$ cat src/tec_pkg.sv
// Constants, register map and reset routing for the two-stage event controller
package tec_pkg;
  localparam int N_SRC = 64;
  localparam int N_GP = 9;
  localparam int N_EVT = 16;
  localparam int GP_LO = 7;
  localparam int ADDR_W = 8;
  localparam int DATA_W = 32;
  localparam int ASGN_W = 4;
  localparam int SRC_PER_ASGN = 8;
  localparam int N_ASGN = 8;
  localparam int PROT_PRIV_BIT = 0;
  localparam int WORD_LSB = 2;

  // Register byte offsets
  localparam logic [ADDR_W-1:0] OFF_LATCH = 8'h00;
  localparam logic [ADDR_W-1:0] OFF_ENABLE = 8'h04;
  localparam logic [ADDR_W-1:0] OFF_ACTIVE = 8'h08;
  localparam logic [ADDR_W-1:0] OFF_PEN0 = 8'h0C;
  localparam logic [ADDR_W-1:0] OFF_PEN1 = 8'h10;
  localparam logic [ADDR_W-1:0] OFF_PST0 = 8'h14;
  localparam logic [ADDR_W-1:0] OFF_PST1 = 8'h18;
  localparam logic [ADDR_W-1:0] OFF_PWK0 = 8'h1C;
  localparam logic [ADDR_W-1:0] OFF_PWK1 = 8'h20;
  localparam logic [ADDR_W-1:0] OFF_ASGN = 8'h24;
  localparam logic [ADDR_W-1:0] OFF_GIE = 8'h44;

  // Only general-purpose event bits exist in the core registers
  localparam logic [N_EVT-1:0] GP_BITS = 16'hFF80;
  localparam logic [N_EVT-1:0] EVT_RST = 16'h0000;
  localparam logic [DATA_W-1:0] WORD_RST = 32'h0000_0000;
  localparam logic [N_EVT-1:0] ONE16 = 16'h0001;
  localparam logic [N_EVT:0] TWO17 = 17'h0_0002;
  localparam logic [N_EVT:0] ONE17 = 17'h0_0001;

  // Default routing, one nibble per source, low source in low nibble.
  // Code F routes nowhere and marks reserved sources.
  localparam logic [DATA_W-1:0] ASGN_RST [N_ASGN] = '{
    32'h0000_0000, 32'h2211_F000, 32'h3333_2222, 32'hF444_4433,
    32'h5555_5555, 32'h0666_6655, 32'h3333_3FF3, 32'hFFFF_FFFF
  };

  typedef logic [N_EVT-1:0] tec_evt_t;
endpackage
$ cat src/tec_event_ctrl.sv
// Two-stage event controller: peripheral routing stage and core event stage
`timescale 1ns/1ps

// Contract
// - Sources 17 to 19 route to core interrupt 2 after reset.
// - Sources 20 to 25 route to core interrupt 3 after reset.
// - Sources 43 to 46 route to core interrupt 6 after reset.
// - Source 47 routes to core interrupt 0 after reset.
// - Sources 48, 51 to 55 route to core 3; 49, 50, 56-63 unrouted.
// - Core latch, enable and active registers, sixteen bits, one per event.
// - Latch bit sets on latching, clears on acceptance into the system.
// - Only enabled latched events are serviced; disabled ones stay latched.
// - Core enable register readable and writable in supervisor mode.
// - Two instructions globally enable and disable general-purpose events.
// - Active register kept by hardware, marks active or nested events.
// - Peripheral enable, status, wake registers, paired 32-bit, one bit each.
// - Peripheral requests reach the core only while their enable bit is set.
// - Status bit reads one while its peripheral asserts its request.
// - An enabled wake bit wakes the sleeping core on that request.
// - Peripheral stage takes the core active register as acknowledgement; here it takes none, request and status follow the pin.
// - Rising edge on a core input sets its latch bit in two cycles.
// - Latch clears when active sets; next rising edge is then queued.
// - At least three cycles from input rising edge to active bit.
// - Software can change routing and priority via assignment registers.
// - Higher priority first; nesting lets several routines be active.
module tec_event_ctrl
  import tec_pkg::*;
(
  // Clock, reset, enable
  input wire logic mclk,
  input wire logic resetn,
  input wire logic clk_en,
  // APB slave
  input wire logic psel,
  input wire logic penable,
  input wire logic pwrite,
  input wire logic [2:0] pprot,
  input wire logic [ADDR_W-1:0] paddr,
  input wire logic [DATA_W-1:0] pwdata,
  output logic [DATA_W-1:0] prdata,
  output logic pready,
  output logic pslverr,
  // Peripheral request pins
  input wire logic [N_SRC-1:0] periph_req,
  // Core pipeline
  input wire logic global_int_on_instr,
  input wire logic global_int_off_instr,
  input wire logic core_event_accept,
  input wire logic core_event_return,
  output logic core_event_req,
  output logic [3:0] core_event_id,
  output tec_evt_t core_event_active,
  // Power management
  output logic core_wake_req
);

  // Highest eligible event: lowest index wins, and an active event of equal
  // or higher priority blocks everything below it.
  function automatic logic [4:0] pick_event(input tec_evt_t lat,
                                            input tec_evt_t msk,
                                            input tec_evt_t pnd,
                                            input logic gie);
    tec_evt_t cand;
    logic found;
    logic blk;
    logic [3:0] id;
    cand = lat & msk & GP_BITS & {N_EVT{gie}};
    found = 1'b0;
    blk = 1'b0;
    id = 4'h0;
    for (int i = 0; i < N_EVT; i++) begin
      if (!found && !blk) begin
        if (pnd[i]) begin
          blk = 1'b1;
        end else if (cand[i]) begin
          found = 1'b1;
          id = 4'(i);
        end
      end
    end
    return {found, id};
  endfunction

  // Pin synchroniser, three stages with agreement filter
  logic [N_SRC-1:0] sync1_q, sync2_q, sync3_q;
  logic [N_SRC-1:0] filt_q;
  wire [N_SRC-1:0] filt_d = (sync2_q & sync3_q) |
                            (filt_q & (sync2_q | sync3_q));

  // Peripheral stage registers
  logic [N_SRC-1:0] pen_q;
  logic [N_SRC-1:0] pwk_q;
  logic [DATA_W-1:0] asgn_q [N_ASGN];
  logic wake_q;

  // Core stage registers
  tec_evt_t latch_q, latch_d;
  tec_evt_t mask_q, mask_d;
  tec_evt_t pend_q, pend_d;
  logic gie_q, gie_d;
  logic [N_GP-1:0] gp_q, gp_prev_q;
  logic req_q;
  logic [3:0] id_q;

  // APB state
  logic ready_q;
  logic [DATA_W-1:0] rdata_q;
  logic err_q;

  wire [N_SRC-1:0] masked = filt_q & pen_q;
  logic [N_GP-1:0] gp_in;

  // Routing: a source whose code is above the last input is dropped
  always_comb begin
    gp_in = '0;
    for (int s = 0; s < N_SRC; s++) begin
      for (int k = 0; k < N_GP; k++) begin
        if (asgn_q[s / SRC_PER_ASGN][(s % SRC_PER_ASGN) * ASGN_W +: ASGN_W]
            == ASGN_W'(k)) begin
          gp_in[k] = gp_in[k] | masked[s];
        end
      end
    end
  end

  // Edge detect over two registered samples
  wire [N_GP-1:0] gp_rise = gp_q & ~gp_prev_q;
  wire tec_evt_t edge_vec = {gp_rise, {GP_LO{1'b0}}};

  // APB decode
  wire apb_cap = psel & penable & ~ready_q;
  wire apb_done = psel & penable & ready_q;
  wire priv = pprot[PROT_PRIV_BIT];
  wire [ADDR_W-1:0] asgn_off = paddr - OFF_ASGN;
  wire [2:0] asgn_idx = asgn_off[WORD_LSB +: 3];
  wire hit_asgn = (paddr >= OFF_ASGN) && (paddr < OFF_GIE) &&
                  (paddr[WORD_LSB-1:0] == 2'b00);
  wire hit_core = (paddr == OFF_LATCH) || (paddr == OFF_ENABLE) ||
                  (paddr == OFF_ACTIVE);
  wire hit = hit_core || hit_asgn || (paddr == OFF_PEN0) ||
             (paddr == OFF_PEN1) || (paddr == OFF_PST0) ||
             (paddr == OFF_PST1) || (paddr == OFF_PWK0) ||
             (paddr == OFF_PWK1) || (paddr == OFF_GIE);
  // Core registers need supervisor privilege
  wire err_w = !hit || (hit_core && !priv);
  wire wr_ok = apb_done && pwrite && !err_q && clk_en;
  wire wr_latch = wr_ok && (paddr == OFF_LATCH);
  wire wr_mask = wr_ok && (paddr == OFF_ENABLE);

  logic [DATA_W-1:0] rdata_w;
  always_comb begin
    rdata_w = WORD_RST;
    case (paddr)
      OFF_LATCH: rdata_w = {16'h0000, latch_q};
      OFF_ENABLE: rdata_w = {16'h0000, mask_q};
      OFF_ACTIVE: rdata_w = {16'h0000, pend_q};
      OFF_PEN0: rdata_w = pen_q[DATA_W-1:0];
      OFF_PEN1: rdata_w = pen_q[N_SRC-1:DATA_W];
      OFF_PST0: rdata_w = filt_q[DATA_W-1:0];
      OFF_PST1: rdata_w = filt_q[N_SRC-1:DATA_W];
      OFF_PWK0: rdata_w = pwk_q[DATA_W-1:0];
      OFF_PWK1: rdata_w = pwk_q[N_SRC-1:DATA_W];
      OFF_GIE: rdata_w = {31'h0000_0000, gie_q};
      default: begin
        if (hit_asgn) begin
          rdata_w = asgn_q[asgn_idx];
        end
      end
    endcase
    if (err_w) begin
      rdata_w = WORD_RST;
    end
  end

  // Pipeline handshake
  wire acc = core_event_accept & req_q;
  wire tec_evt_t acc_oh = acc ? tec_evt_t'(ONE16 << id_q) : EVT_RST;
  // Return retires the most deeply nested (highest priority) active event
  wire tec_evt_t ret_oh = core_event_return ?
                          (pend_q & tec_evt_t'(~pend_q + ONE16)) : EVT_RST;

  always_comb begin
    latch_d = latch_q;
    if (wr_latch) begin
      // Enabled bits stay under hardware control
      latch_d = (latch_q & mask_q) | (pwdata[N_EVT-1:0] & ~mask_q);
    end
    // Acceptance clears, a new edge in the same cycle wins
    latch_d = ((latch_d & ~acc_oh) | edge_vec) & GP_BITS;
  end

  assign mask_d = wr_mask ? (pwdata[N_EVT-1:0] & GP_BITS) : mask_q;
  // Active bit marks pipeline entry; nesting keeps older bits set
  assign pend_d = ((pend_q & ~ret_oh) | acc_oh) & GP_BITS;
  // Disable wins when both instructions arrive together
  assign gie_d = global_int_off_instr ? 1'b0 :
                 (global_int_on_instr ? 1'b1 : gie_q);

  // Request computed from next state so it never offers a consumed event
  wire [4:0] pick_d = pick_event(latch_d, mask_d, pend_d, gie_d);

  always_ff @(posedge mclk or negedge resetn) begin
    if (!resetn) begin
      sync1_q <= '0;
      sync2_q <= '0;
      sync3_q <= '0;
      filt_q <= '0;
    end else if (clk_en) begin
      sync1_q <= periph_req;
      sync2_q <= sync1_q;
      sync3_q <= sync2_q;
      filt_q <= filt_d;
    end
  end

  always_ff @(posedge mclk or negedge resetn) begin
    if (!resetn) begin
      pen_q <= '0;
      pwk_q <= '0;
      wake_q <= 1'b0;
      for (int j = 0; j < N_ASGN; j++) begin
        asgn_q[j] <= ASGN_RST[j];
      end
    end else if (clk_en) begin
      wake_q <= |(filt_q & pwk_q);
      if (wr_ok && paddr == OFF_PEN0) pen_q[DATA_W-1:0] <= pwdata;
      if (wr_ok && paddr == OFF_PEN1) pen_q[N_SRC-1:DATA_W] <= pwdata;
      if (wr_ok && paddr == OFF_PWK0) pwk_q[DATA_W-1:0] <= pwdata;
      if (wr_ok && paddr == OFF_PWK1) pwk_q[N_SRC-1:DATA_W] <= pwdata;
      if (wr_ok && hit_asgn) asgn_q[asgn_idx] <= pwdata;
    end
  end

  always_ff @(posedge mclk or negedge resetn) begin
    if (!resetn) begin
      latch_q <= EVT_RST;
      mask_q <= EVT_RST;
      pend_q <= EVT_RST;
      gie_q <= 1'b0;
      gp_q <= '0;
      gp_prev_q <= '0;
      req_q <= 1'b0;
      id_q <= 4'h0;
    end else if (clk_en) begin
      gp_q <= gp_in;
      gp_prev_q <= gp_q;
      latch_q <= latch_d;
      mask_q <= mask_d;
      pend_q <= pend_d;
      gie_q <= gie_d;
      req_q <= pick_d[4];
      id_q <= pick_d[3:0];
    end
  end

  // One wait state: data and error are captured on the same edge that pready rises
  always_ff @(posedge mclk or negedge resetn) begin
    if (!resetn) begin
      ready_q <= 1'b0;
      rdata_q <= WORD_RST;
      err_q <= 1'b0;
    end else if (clk_en) begin
      ready_q <= apb_cap;
      if (apb_cap) begin
        rdata_q <= rdata_w;
        err_q <= err_w;
      end
    end
  end

  assign prdata = rdata_q;
  assign pready = ready_q;
  assign pslverr = ready_q & err_q;
  assign core_event_req = req_q;
  assign core_event_id = id_q;
  assign core_event_active = pend_q;
  assign core_wake_req = wake_q;

  wire [N_EVT:0] upto = (TWO17 << id_q) - ONE17;
  wire tec_evt_t id_oh = tec_evt_t'(ONE16 << id_q);
endmodule

$ cat config.mk
export PLATFORM = sky130hd
export DESIGN_NAME = tec_event_ctrl
export DESIGN_NICKNAME = d
export VERILOG_FILES = /design/src/tec_pkg.sv /design/src/tec_event_ctrl.sv
export SDC_FILE = /design/constraint.sdc
export NUM_CORES = 2
export LEC_CHECK = 0
export BUFFER_PORTS_ARGS = -buffer_cell sky130_fd_sc_hd__buf_2
export CELL_PAD_IN_SITES_DETAIL_PLACEMENT = 2
export CELL_PAD_IN_SITES_GLOBAL_PLACEMENT = 2
export CORE_MARGIN = 2
export CORE_UTILIZATION = 37
export CTS_CLUSTER_SIZE = 12
export DETAILED_ROUTE_END_ITERATION = 6
export GPL_TIMING_DRIVEN = 0
export HOLD_SLACK_MARGIN = 0.06
export PLACE_DENSITY_LB_ADDON = 0.1
export SLEW_MARGIN = 20
export SYNTH_ARGS = -nofsm -noshare
export SYNTH_HDL_FRONTEND = slang
export SYNTH_SLANG_ARGS = --single-unit
$ cat constraint.sdc
create_clock -name mclk -period 3.3 [get_ports mclk]
set_input_delay 0.33 -clock mclk [delete_from_list [all_inputs] [get_ports mclk]]
set_output_delay 0.33 -clock mclk [all_outputs]
set_load 0.01 [all_outputs]
==> results.sh <==
export IMPL_synth_main_ff_cell="dfrtp_1"
export IMPL_via_count=38310
export IMPL_rr_startpoint="pen_q[13]$_DFFE_PN0P_"
export IMPL_cts_tree="yes"
export IMPL_synthDistinctLibCells=79
export IMPL_fin_setup_tns_ps=-1520
export IMPL_pwr_share_comb_pct=11.5
export IMPL_endpoint_kind="flip-flop"
export IMPL_synth_top_area_share_pct=40.6
export IMPL_failed_checks="negative setup slack"
export IMPL_cp_required_ps=3850
export IMPL_yosysSeqAreaShare_pct=48.6
export IMPL_critical_path_startpoint="pen_q[13]$_DFFE_PN0P_"
export IMPL_coreArea_um2=101000
export IMPL_grt_ovfl_total=0
export IMPL_grt_pass1_wl_mm=349
export IMPL_gp_congestion=1.17
export IMPL_root_buffer="clkbuf_16"
export IMPL_syn_area_per_cell_um2=10.1
export IMPL_switchingPower_mw=8.03
export IMPL_fp_dieH_um=323
export IMPL_ys_warn_count=0
export IMPL_synth_cells=3717
export IMPL_synth_area_leaders="dfrtp_1, mux2_2, dfstp_2"
export IMPL_cts_buffers=84
export IMPL_startpoint_type="flip-flop"
export IMPL_grt_pass1_vias=39484
export IMPL_drcViolationCount=0
export IMPL_synth_edf_count=0
export IMPL_hold_class="input port to asynchronous set/reset pin"
export IMPL_hold_violations=0
export IMPL_dp_slack_ps=-1120
export IMPL_rrSetupSlack_ps=-260
export IMPL_fin_ws_ps=-263
export IMPL_path_class="flip-flop to flip-flop"
export IMPL_finish_instance_area_um2=44800
export IMPL_viasPerCell=6.92
export IMPL_p_leak_nw=18.8
export IMPL_arrival_ps=4110
export IMPL_slew_viol_final=0
export IMPL_boundaryPins=173
export IMPL_clock_path_buffers=3
export IMPL_ys_ff_latch=726
export IMPL_port_buffers=161
export IMPL_start_util_pct=37.1
export IMPL_synthTopCellsByCount="dfrtp_1, mux2_2, nand2_1"
export IMPL_clk_pin_slew_ps=60
export IMPL_switching_share_pct=33.8
export IMPL_drt_initial_drc_count=4883
export IMPL_power_density_nw_per_um2=531
export IMPL_antenna_left=0
export IMPL_fin_crit_sh_pct=108
export IMPL_drive_gt1_share_pct=26.7
export IMPL_skew_ps=52.4
export IMPL_clock_sinks=726
export IMPL_htree_levels=3
export IMPL_outcome="finished with violations"
export IMPL_max_cap_violations=0
export IMPL_area_growth_syn_to_layout_pct=18.9
export IMPL_synth_area_um2=37700
export IMPL_clock_latency_ps=730
export IMPL_seqPwrFrac_pct=48.0
export IMPL_postSynth_asyncResetShare_pct=100
export IMPL_fmax_mhz=281
export IMPL_period_needed_ps=3560
export IMPL_p_clk_share_pct=40.5
export IMPL_grt_busiest_layer="met2"
export IMPL_use_met2_pct=75.3
export IMPL_placed_area_um2=40700
export IMPL_synth_top_area_cell="dfrtp_1"
export IMPL_r2r_end="gp_q[2]$_DFFE_PN0P_"
export IMPL_setup_violations=13
export IMPL_relSlewSlack_pct=7.69
export IMPL_finalNetCount=4202
export IMPL_path_max_fanout=4
export IMPL_track_usage_pct=49.5
export IMPL_rr_worst_depth=7
export IMPL_wl_per_cell_um=46.9
export IMPL_die_area_um2=104000
export IMPL_wl_mm=260
export IMPL_num_rows=117
export IMPL_die_w_um=323
export IMPL_peakVddDrop_v=0.000503
export IMPL_antenna_found_initial=26
export IMPL_synth_most_common_cell="dfrtp_1"
export IMPL_grt_start_max_net_pins=99
export IMPL_gr_usage_met3_pct=16.8
export IMPL_grt_util_met1_pct=55.9
export IMPL_p_int_mw=15.7
export IMPL_dp_hpwl_mm=191
export IMPL_cp_endpoint="gp_q[2]$_DFFE_PN0P_"
export IMPL_tightest_slew_ps=1370
export IMPL_first_pass_iters=7
==> critical path: stages, from the launching register on <==
cell and delay [ps]:
dfrtp_1 720, nand2_1 210, nor3_1 910, a32oi_2 360, o311ai_0 240, or4_1 250
nor4_1 90, a31oi_1 580
==> per-stage QoR <==
step           util, %  std cells  power [mW]  hold WS [ps]
2_1_floorplan        -       3723        11.5          34.4
3_3_place_gp      39.7       5252        13.4           466
3_5_place_dp      40.1       5271        13.6           283
4_1_cts           44.0       5514        23.2           130
5_1_grt           44.1       5519        24.2           172
6_report          44.2       5539        23.8           145
==> sequential cells by signal, indices dropped and copies added, names as in the netlist, 4 cells and up <==
name and flops:
mask_q 9, sync1_q 64, sync2_q 64, core_event_id 4, asgn_q 256, pen_q 64
core_event_active 9, pwk_q 64, latch_q 9, sync3_q 64, prdata 32, filt_q 64
gp_q 9, gp_prev_q 9
==> power by group through the flow <==
stage               clock (mW)  combinational (mW)  sequential [mW]
floorplan                    0                1.22             10.3
global placement             0                2.13             11.2
detailed placement           0                2.31             11.3
CTS                       9.53                2.48             11.2
global route              9.96                2.88             11.4
finish                    9.63                2.73             11.4
==> cells in the final DEF (no fill, tap or decap), drive strengths merged, types with 9 or more instances in the layout <==
cell type,synthesis,layout
a22o,22,22
or4,9,9
diode,0,24
nand4b,22,22
and3,16,16
nand2b,47,47
nor2b,21,21
nand3b,47,47
a32oi,14,14
dfrtp,611,611
buf,47,227
o2111ai,10,10
clkbuf,225,340
a2111oi,9,9
a222oi,11,11
nand3,106,106
or3,30,30
dfstp,115,115
nor2,158,158
nand2,314,314
a22oi,118,118
clkinv,0,22
o311ai,16,16
a221oi,15,15
nor3b,56,56
o21ai,267,267
nor3,156,156
dlygate4sd3,0,97
mux2,519,519
inv,131,135
o32a,12,12
a31oi,46,46
o32ai,20,20
nor4,79,79
o22ai,159,159
a311oi,15,15
nand4,40,40
a21oi,131,131
==> worst min-delay path by stage <==
stage	from	endpoint
floorplan	resetn	asgn_q[101]$_DFFE_PN0P_
global placement	prdata[6]$_DFFE_PN0P_	prdata[6]$_DFFE_PN0P_
detailed placement	resetn	asgn_q[237]$_DFFE_PN0P_
CTS	pprot[0]	prdata[2]$_DFFE_PN0P_
global route	resetn	asgn_q[172]$_DFFE_PN0P_
finish	resetn	asgn_q[172]$_DFFE_PN0P_
==> logic make-up after synthesis <==
family,share of synthesized area [%]
buf+inv,4.12
simple gates,15.6
mux,15.6
fa+ha+maj,0.166
other cells,0.00995
xor+xnor,0.0465
compound gates,15.9
flops,48.6
==> final cells by class <==
cell class / count / area, um^2
Clock buffer: 124 / 2420
Tap cell: 1368 / 1710
Antenna cell: 24 / 60.1
Timing Repair Buffer: 289 / 2200
Fill cell: 10498 / 56600
Clock inverter: 29 / 302
Sequential cell: 726 / 18300
Buffer: 254 / 1080
Inverter: 131 / 492
Multi-Input combinational cell: 2594 / 18200
==> metal layers <==
metal / vias up / wire length, um
met5: - / 91
met4: 14 / 28000
met3: 1055 / 26500
met2: 2786 / 114000
met1: 19820 / 91400
li1: 14635 / -
==> what timing repair did <==
item	in CTS	in global routing
pin swaps	5	2
buffers inserted	8	4
setup endpoints to repair	185	173
hold buffers	97	0
resized for setup	47	60
hold endpoints to repair	227	0
No activity file was read; power rests on OpenSTA's default activity.
